## config.mk

```make
export PLATFORM = sky130hd
export DESIGN_NAME = ssp_frames
export DESIGN_NICKNAME = d
export VERILOG_FILES = /design/src/rtl/ssp_pkg.sv /design/src/rtl/ssp_frames.sv
export SDC_FILE = /design/constraint.sdc
export NUM_CORES = 1
export LEC_CHECK = 0
export BUFFER_PORTS_ARGS = -buffer_cell sky130_fd_sc_hd__clkbuf_2
export CORE_UTILIZATION = 40
export CTS_BUF_LIST = sky130_fd_sc_hd__clkbuf_8
export DETAILED_ROUTE_END_ITERATION = 10
export PLACE_DENSITY = 0.63
export SYNTH_ARGS = -nofsm -noshare
export SYNTH_HDL_FRONTEND = slang
export SYNTH_SLANG_ARGS = --single-unit
```

## constraint.sdc

```tcl
create_clock -name sys_clk -period 12.18 [get_ports sys_clk]
set_clock_uncertainty 0.15 [all_clocks]
set_input_delay 0 -clock sys_clk [delete_from_list [all_inputs] [get_ports sys_clk]]
set_output_delay 0 -clock sys_clk [all_outputs]
set_load 0.02 [all_outputs]
```

## src/rtl/ssp_pkg.sv

```systemverilog
// Purpose: Shared constants and types for the synchronous serial port frame logic.
// Assumes: One 250 MHz system clock; control fields arrive as plain ports.
// Notes:   Control word layout matches control_reg_0 bit for bit.
package ssp_pkg;

    // ****************************************
    // Frame formats and frame geometry
    // ****************************************
    localparam logic [1:0] FMT_SPI       = 2'h0;
    localparam logic [1:0] FMT_PULSE     = 2'h1;
    localparam logic [1:0] FMT_CMD       = 2'h2;
    localparam logic [1:0] FMT_RESERVED  = 2'h3;
    localparam logic [4:0] CMD_BITS      = 5'h08;
    localparam logic [4:0] WAIT_BITS     = 5'h01;
    localparam logic [4:0] MIN_BITS      = 5'h04;
    localparam logic [4:0] MAX_BITS      = 5'h10;
    localparam logic [3:0] SIZE_MIN_CODE = 4'h3;
    // First edge on which a reply bit is sampled: rising edge of period 10.
    localparam logic [5:0] CAP_FIRST_EDGE = 6'h13;
    localparam int         SYS_CLK_NS    = 4;
    localparam int         RX_DEPTH      = 2;

    // ****************************************
    // Carriers
    // ****************************************
    typedef struct packed {
        logic [7:0] rate_factor;      // bits 15:8
        logic       clock_phase;      // bit 7
        logic       clock_polarity;   // bit 6
        logic [1:0] frame_format_sel; // bits 5:4
        logic [3:0] word_size_sel;    // bits 3:0
    } ssp_cfg_s;

    localparam ssp_cfg_s CFG_RESET = 16'h0000;

    typedef struct packed {
        logic clk_o;
        logic clk_oe;
        logic fss_o;
        logic fss_oe;
        logic tx_o;
        logic tx_oe;
    } ssp_pins_s;

    typedef enum logic [4:0] {
        ST_IDLE  = 5'h01,
        ST_START = 5'h02,
        ST_SHIFT = 5'h04,
        ST_TAIL  = 5'h08,
        ST_GAP   = 5'h10
    } ssp_state_e;

endpackage : ssp_pkg

```

## src/rtl/ssp_frames.sv

```systemverilog
// Purpose: Master frame engine of a synchronous serial port (SPI and half-duplex command format).
// Assumes: Inputs synchronous to sys_clk; tx/rx words move by valid/ready streams.
// Notes:   Slave mode only sets the pads; no slave shifting is done here.
//
// What this block does
// - SPI polarity high idles clock high
// - Clock pad enabled as master, off as slave
// - Start: frame select low; transmit driven only in command format
// - First-edge capture: data, then clock edges
// - Single word: select rises half a period after the last edge, a full period with second-edge capture
// - First-edge capture pulses select between words
// - Second-edge capture: data and clock together
// - Second-edge capture keeps select low between words
// - Command frame: 8 out, 4-16 back
// - Command format idles clock low
// - Select fall loads and drives command MSB
// - Select low whole frame, receive idle
// - Reply bits sampled on rising clock
// - Select rise stores received command reply
// - Continuous command frames chain without select rise
// - Bit rate: clock over prescale times one plus rate
// - Format field: 0 SPI, 2 command
// - Control 0 field layout as packed
// - Words 4 to 16 bits, MSB first
module ssp_frames (
    input  wire logic              sys_clk,           // system clock, 250 MHz
    input  wire logic              rst_n,             // synchronous reset
    input  wire logic              port_enable,       // port enable
    input  wire logic              slave_mode_sel,    // 1 selects slave
    input  wire logic              slave_out_disable, // slave keeps transmit pad off
    input  wire ssp_pkg::ssp_cfg_s control_reg_0,     // rate, phase, polarity, format, size
    input  wire logic [7:0]        prescale_divisor,  // even divisor 2..254
    input  wire logic              tx_valid,          // transmit word offered
    output logic                   tx_ready,          // transmit word taken
    input  wire logic [15:0]       tx_data,           // transmit word, right aligned
    output logic                   rx_valid,          // received word waiting
    input  wire logic              rx_ready,          // receiver takes word
    output logic [15:0]            rx_data,           // received word, right aligned
    input  wire logic              serial_clock_pin_in, // clock pad level
    input  wire logic              frame_select_pin_in, // select pad level
    input  wire logic              serial_in_pin,     // receive data pad
    output ssp_pkg::ssp_pins_s     pins               // driven pad levels and enables
);

    // ****************************************
    // Configuration capture
    // ****************************************
    ssp_pkg::ssp_cfg_s   cfg_r;
    logic [7:0]          presc_r;
    logic                en_r;
    ssp_pkg::ssp_state_e st_r, st_nxt;
    logic [15:0]         div_r;
    logic [5:0]          t_r;
    logic                sclk_r;
    logic [15:0]         tx_sh_r;
    logic [15:0]         rx_sh_r;
    logic [15:0]         rx_mem_r [0:ssp_pkg::RX_DEPTH-1];
    logic                wr_r;
    logic                rd_r;
    logic [1:0]          cnt_r;

    function automatic logic [4:0] word_len(input logic [3:0] code);
        word_len = (code < ssp_pkg::SIZE_MIN_CODE) ? ssp_pkg::MIN_BITS : {1'b0, code} + 5'h01;
    endfunction : word_len

    wire        en_rise   = port_enable && !en_r;
    wire [4:0]  wbits     = word_len(cfg_r.word_size_sel);
    wire        is_cmd    = cfg_r.frame_format_sel == ssp_pkg::FMT_CMD;
    wire        fmt_ok    = is_cmd || cfg_r.frame_format_sel == ssp_pkg::FMT_SPI;
    wire [4:0]  periods   = is_cmd ? wbits + ssp_pkg::CMD_BITS + ssp_pkg::WAIT_BITS : wbits;
    wire [5:0]  last_edge = {periods, 1'b0};
    wire        cpha      = cfg_r.clock_phase && !is_cmd;
    wire        idle_clk  = cfg_r.clock_polarity && !is_cmd;
    wire [15:0] half_raw  = presc_r[7:1] * ({8'h00, cfg_r.rate_factor} + 16'h0001);
    wire [15:0] half_cnt  = (half_raw == 16'h0000) ? 16'h0001 : half_raw;
    wire        tick      = div_r == half_cnt - 16'h0001;
    wire [5:0]  tn        = t_r + 6'h01;

    // ****************************************
    // Edge decoding
    // ****************************************
    wire in_shift = st_r == ssp_pkg::ST_SHIFT;
    wire edge_now = in_shift && tick && t_r != last_edge;
    wire at_end   = in_shift && tick && t_r == last_edge;
    wire cap_edge = cpha ? !tn[0] : tn[0];
    wire capture  = edge_now && cap_edge && (!is_cmd || tn >= ssp_pkg::CAP_FIRST_EDGE);
    wire launch   = edge_now && (cpha ? (tn[0] && tn != 6'h01) : !tn[0]);
    wire mw_wrap  = edge_now && is_cmd && tn == last_edge;
    wire more     = en_r && fmt_ok && tx_valid && cnt_r == 2'h0;
    wire start    = st_r == ssp_pkg::ST_IDLE && en_r && fmt_ok && tx_valid
                    && cnt_r != 2'(ssp_pkg::RX_DEPTH);
    wire reload   = (mw_wrap && more) || (at_end && cpha && more);
    wire tx_pop   = start || reload;
    wire rx_push  = (mw_wrap && more)
                    || (st_r == ssp_pkg::ST_TAIL && tick && is_cmd)
                    || (at_end && !is_cmd);
    wire rx_pop   = rx_valid && rx_ready;
    wire toggle   = (st_r == ssp_pkg::ST_START && tick && cpha) || edge_now
                    || (at_end && reload);
    wire [4:0]  pad_sh   = ssp_pkg::MAX_BITS - wbits;
    wire [15:0] tx_load  = is_cmd ? {tx_data[7:0], 8'h00} : tx_data << pad_sh;
    wire [15:0] rx_mask  = 16'hFFFF >> pad_sh;
    wire        sel_low  = st_r == ssp_pkg::ST_START || in_shift || st_r == ssp_pkg::ST_TAIL;
    wire        drive_tx = in_shift || (st_r == ssp_pkg::ST_START && is_cmd);

    assign tx_ready = tx_pop;
    assign rx_valid = cnt_r != 2'h0;
    assign rx_data  = rx_mem_r[rd_r];

    // ****************************************
    // Sequencer
    // ****************************************
    always_comb begin
        st_nxt = st_r;
        case (st_r)
            ssp_pkg::ST_IDLE: begin
                if (start) begin
                    st_nxt = ssp_pkg::ST_START;
                end
            end
            ssp_pkg::ST_START: begin
                if (tick) begin
                    st_nxt = ssp_pkg::ST_SHIFT;
                end
            end
            ssp_pkg::ST_SHIFT: begin
                if (at_end) begin
                    st_nxt = cpha ? (more ? ssp_pkg::ST_SHIFT : ssp_pkg::ST_TAIL)
                                  : ssp_pkg::ST_GAP;
                end else if (mw_wrap && !more) begin
                    st_nxt = ssp_pkg::ST_TAIL;
                end
            end
            ssp_pkg::ST_TAIL: begin
                if (tick) begin
                    st_nxt = ssp_pkg::ST_IDLE;
                end
            end
            ssp_pkg::ST_GAP: begin
                if (tick) begin
                    st_nxt = ssp_pkg::ST_IDLE;
                end
            end
            default: begin
                st_nxt = ssp_pkg::ST_IDLE;
            end
        endcase
        if (!en_r) begin
            st_nxt = ssp_pkg::ST_IDLE;
        end
    end

    // Settings are frozen while enabled so a live frame never changes shape.
    always_ff @(posedge sys_clk) begin
        if (!rst_n) begin
            en_r    <= 1'b0;
            cfg_r   <= ssp_pkg::CFG_RESET;
            presc_r <= 8'h00;
        end else begin
            en_r <= port_enable;
            if (en_rise) begin
                cfg_r   <= control_reg_0;
                presc_r <= prescale_divisor;
            end
        end
    end

    always_ff @(posedge sys_clk) begin
        if (!rst_n) begin
            st_r  <= ssp_pkg::ST_IDLE;
            div_r <= 16'h0000;
        end else begin
            st_r  <= st_nxt;
            div_r <= (st_r == ssp_pkg::ST_IDLE || tick) ? 16'h0000 : div_r + 16'h0001;
        end
    end

    always_ff @(posedge sys_clk) begin
        if (!rst_n) begin
            t_r    <= 6'h00;
            sclk_r <= 1'b0;
        end else begin
            if (start || (mw_wrap && more)) begin
                t_r <= 6'h00;
            end else if ((st_r == ssp_pkg::ST_START && tick) || (at_end && reload)) begin
                t_r <= cpha ? 6'h01 : 6'h00;
            end else if (edge_now) begin
                t_r <= tn;
            end
            if (st_r == ssp_pkg::ST_IDLE || !en_r) begin
                sclk_r <= idle_clk;
            end else if (toggle) begin
                sclk_r <= !sclk_r;
            end
        end
    end

    always_ff @(posedge sys_clk) begin
        if (!rst_n) begin
            tx_sh_r <= 16'h0000;
            rx_sh_r <= 16'h0000;
        end else begin
            if (tx_pop) begin
                tx_sh_r <= tx_load;
            end else if (launch) begin
                tx_sh_r <= {tx_sh_r[14:0], 1'b0};
            end
            if (capture) begin
                rx_sh_r <= {rx_sh_r[14:0], serial_in_pin};
            end
        end
    end

    // ****************************************
    // Two-entry receive buffer
    // ****************************************
    // A full buffer holds off the next word rather than dropping one.
    always_ff @(posedge sys_clk) begin
        if (!rst_n) begin
            wr_r  <= 1'b0;
            rd_r  <= 1'b0;
            cnt_r <= 2'h0;
        end else begin
            if (rx_push) begin
                rx_mem_r[wr_r] <= rx_sh_r & rx_mask;
                wr_r           <= !wr_r;
            end
            if (rx_pop) begin
                rd_r <= !rd_r;
            end
            cnt_r <= cnt_r + {1'b0, rx_push} - {1'b0, rx_pop};
        end
    end

    // ****************************************
    // Pads
    // ****************************************
    assign pins.clk_o  = sclk_r;
    assign pins.clk_oe = !slave_mode_sel;
    assign pins.fss_o  = !sel_low;
    assign pins.fss_oe = !slave_mode_sel;
    assign pins.tx_o   = drive_tx && tx_sh_r[15];
    assign pins.tx_oe  = !slave_mode_sel || !slave_out_disable;
endmodule : ssp_frames

```

==> metrics <==
Cell Area, Synth=9540 um^2; largest net degree at the start of global routing=47; Sw Ratio=34.4%; family with the most delay on the worst path=simple AND/OR/NAND/NOR gates; Max Cap Violations=0; unrepaired setup endpoints after global routing=false; design area=10900 um^2; FF+latch count, synth=121; Vias=8231; Net Switching=370 uW; Routed Antenna Nets=0; Seq/Total Area, Yosys=28.8%; startpoint of the worst hold path=slave_mode_sel; Clock transition at path regs=80 ps; Buf/Inv on CP=1; critical path capture point type=flip-flop; VDD IR max=0.0800 mV; io pins=74; GR Util All Layers=19.1%; Final Hold Vio Count=0; fin worst setup slack=1710 ps; crit path DAT=10700 ps; footprint of the multi-input gates=6280 um^2; Slowest cell on crit path=nor3_4; Clock Power Share=33.7%; Die W=156 um; most frequent CP cell=fa_1; critical path data required time=12410 ps; warning count from the yosys run=0; critical path startpoint category=flip-flop; synth-to-layout area growth=14.7%; Die ar.=24500 um^2; post_cts resized=0; GR Overflow Total=0; synth unique cells=81; H-tree levels=4; share of layout cells above drive strength 1=13.0%; setup TNS=0 ps; Worst Path Max Fanout=16; Placed Instance Area=10000 um^2; Setup CP Type=reg2reg; FP Rows=56; M1 WL=11.4 mm; Hold Path Class=in2out; Rel. slew slack=15.0%; Fmax achieved=95.5 MHz; pre-CTS setup slack=1790 ps; Die Y=156 um; Iter 0 DRT Violations=698; Final setup viols=0; status=finished, final reports clean; Worst setup startpoint=cfg_r[8]$_SDFFE_PN0P_; Max stage delay on crit path=910 ps; Starting Density=40.8%; GPL Wtd Cong=0.880; Core Region=23400 um^2; Post-synth EDFFs=32; Post-DP HPWL=16.4 mm; synthesized instance count=1112; Clock Tree Root=clkbuf_8; Final nets=1323; DR vias/cell=5.40; max-slew violations=0; CTS Buffer Depth=2; met2 wire length=10.6 mm; wire per inst=15.3 um; met3 WL=960 um; Pleak=0.00435 uW; # clock sinks=121; IO buf count=70; first-pass GRT wire length=37.7 mm; crit path time final=10470 ps; PwrDens=98.3 nW/um^2; residual DRC count=0; FF-to-FF Start=cfg_r[8]$_SDFFE_PN0P_; Fillers=2229; total CTS buffers=17; Primary FF master, synth=dfxtp_1; Worst-Skew Late Latency=450 ps; initial antenna violation count=0; period utilization=86.0%; CTS tree=built; internal power=705 uW; Design Power=1080 uW; DRT Pass-1 Iters=5; asr flop ratio synth=0%; worst slew pin tran=1280 ps; WL final=23.2 mm; # diodes=0; Flop pwr share=40.5%; FF+latch area=2740 um^2; max layer used=met4; Post-Synthesis Net Count=1243; syn avg cell area=8.58 um^2; logic gate share of total power=25.8%; number of global-route vias before repair=7782
-- layer usage --
layer  global-route usage (%)  vias to the layer above
li1                         -                     4091
met1                     25.9                     3934
met2                     31.2                      177
met3                     3.21                       29
met4                     5.56                        0
met5                        0                        -
-- power groups by stage --
stage / sequential, uW / clock, uW / combinational (uW)
floorplan: 434 / 0 / 209
global placement: 445 / 0 / 258
detailed placement: 445 / 0 / 260
CTS: 436 / 372 / 275
global route: 438 / 389 / 304
finish: 436 / 362 / 278
-- cells in the final DEF (no fill, tap or decap), drive strengths merged, types with 9 or more instances in the layout --
| cell | Yosys | final |
|---|---|---|
| nand2 | 172 | 172 |
| dfxtp | 89 | 89 |
| clkbuf | 46 | 87 |
| a21oi | 70 | 70 |
| inv | 61 | 69 |
| nor2 | 61 | 61 |
| nand3 | 53 | 53 |
| dlygate4sd3 | 0 | 51 |
| mux2i | 48 | 48 |
| ha | 47 | 47 |
| xnor2 | 37 | 37 |
| fa | 34 | 34 |
| edfxtp | 32 | 32 |
| and2 | 31 | 31 |
| o21ai | 29 | 29 |
| xor2 | 25 | 25 |
| and3 | 20 | 20 |
| o211ai | 20 | 20 |
| mux2 | 18 | 18 |
| nor3 | 16 | 16 |
| nand4 | 15 | 15 |
| a31oi | 12 | 12 |
| nor2b | 12 | 12 |
| o31ai | 11 | 11 |
| nand2b | 9 | 9 |
-- final cells by class --
type | instances | area share, %
multi-input cells | 864 | 57.4
repair buffers | 127 | 8.28
flip-flops and latches | 121 | 25.1
well taps | 319 | 3.65
clock inverters | 15 | 1.43
clock buffers | 17 | 2.14
inverters | 61 | 2.09
-- cells by family (layout without fill, tap and decap cells) --
logic type | after synthesis | after routing | share of synthesized area [%]
and+or+nand+nor | 443 | 443 | 23.1
AOI/OAI and AO/OA | 206 | 206 | 15.0
buffers and inverters | 127 | 220 | 5.43
DFF | 121 | 121 | 28.8
adders and majority gates | 81 | 81 | 13.3
xor gates and xnor gates | 67 | 67 | 6.98
muxes | 67 | 67 | 7.40
-- per-stage QoR --
| stage | instances | hold WS, ps | util, % |
|---|---|---|---|
| 3_3_place_gp | 1441 | 82.0 | 42.9 |
| 2_1_floorplan | 1112 | -65.8 | - |
| 6_report | 1524 | 130 | 46.8 |
| 5_1_grt | 1524 | 158 | 46.8 |
| 4_1_cts | 1524 | 110 | 46.8 |
| 3_5_place_dp | 1441 | 76.8 | 42.9 |
-- final timing paths --
kind / endpoint / slack, ps / depth (start not counted)
max reg2reg: rx_sh_r[14]$_SDFFE_PN0P_ / 1710 / 30
min reg2reg: tx_sh_r[15]$_SDFFE_PN0P_ / 320 / 2
min: pins[2] / 130 / 3
max: rx_sh_r[14]$_SDFFE_PN0P_ / 1710 / 30
-- synth_stat cells (6+ instances only) --
| cell | n | area share [%] |
|---|---|---|
| nor3b_1 | 8 | 0.63 |
| edfxtp_1 | 32 | 10 |
| xnor2_1 | 37 | 3.4 |
| buf_1 | 9 | 0.35 |
| fa_1 | 34 | 7.1 |
| nand3b_1 | 8 | 0.63 |
| nand2b_1 | 9 | 0.59 |
| dfxtp_1 | 89 | 19 |
| mux2_2 | 18 | 2.1 |
| ha_1 | 47 | 6.2 |
| a31oi_1 | 12 | 0.79 |
| nor4b_1 | 6 | 0.55 |
| inv_1 | 59 | 2.3 |
| and3_1 | 20 | 1.3 |
| o21ai_0 | 25 | 1.3 |
| nand2_1 | 172 | 6.8 |
| o22ai_1 | 6 | 0.39 |
| o31ai_1 | 9 | 0.71 |
| and2_1 | 30 | 2.0 |
| a21oi_1 | 68 | 3.6 |
| clkbuf_1 | 45 | 1.8 |
| or4_1 | 6 | 0.47 |
| mux2i_1 | 48 | 5.0 |
| nor3_1 | 14 | 0.73 |
| nor4_1 | 7 | 0.46 |
| nor2b_1 | 11 | 0.72 |
| xor2_1 | 24 | 2.2 |
| nor2_1 | 61 | 2.4 |
| nand4_1 | 15 | 0.98 |
| nand3_1 | 53 | 2.8 |
| o211ai_1 | 17 | 1.3 |
-- state kept, by name, indices dropped and copies added (netlist names), named ones only --
| name | count |
|---|---|
| t_r | 6 |
| en_r | 1 |
| rd_r | 1 |
| rx_mem_r | 32 |
| div_r | 16 |
| cnt_r | 2 |
| wr_r | 1 |
| cfg_r | 16 |
| presc_r | 7 |
| st_r | 5 |
| sclk_r | 1 |
| tx_sh_r | 16 |
| rx_sh_r | 16 |
-- worst register-to-register path: cells and delay by family, from the launching register on --
kind	cells	cell delay, ps
buf+inv	1	70
fa+ha+maj	7	2960
simple gates	15	4440
xor+xnor	2	770
flops	1	540
compound gates	4	1210
mux	1	280
-- what timing repair did --
item	in CTS	in global routing
buffers inserted	0	0
hold buffers	51	0
hold endpoints to repair	41	0
endpoints found under the setup margin	0	0
Power figures use the tool's default switching activity.
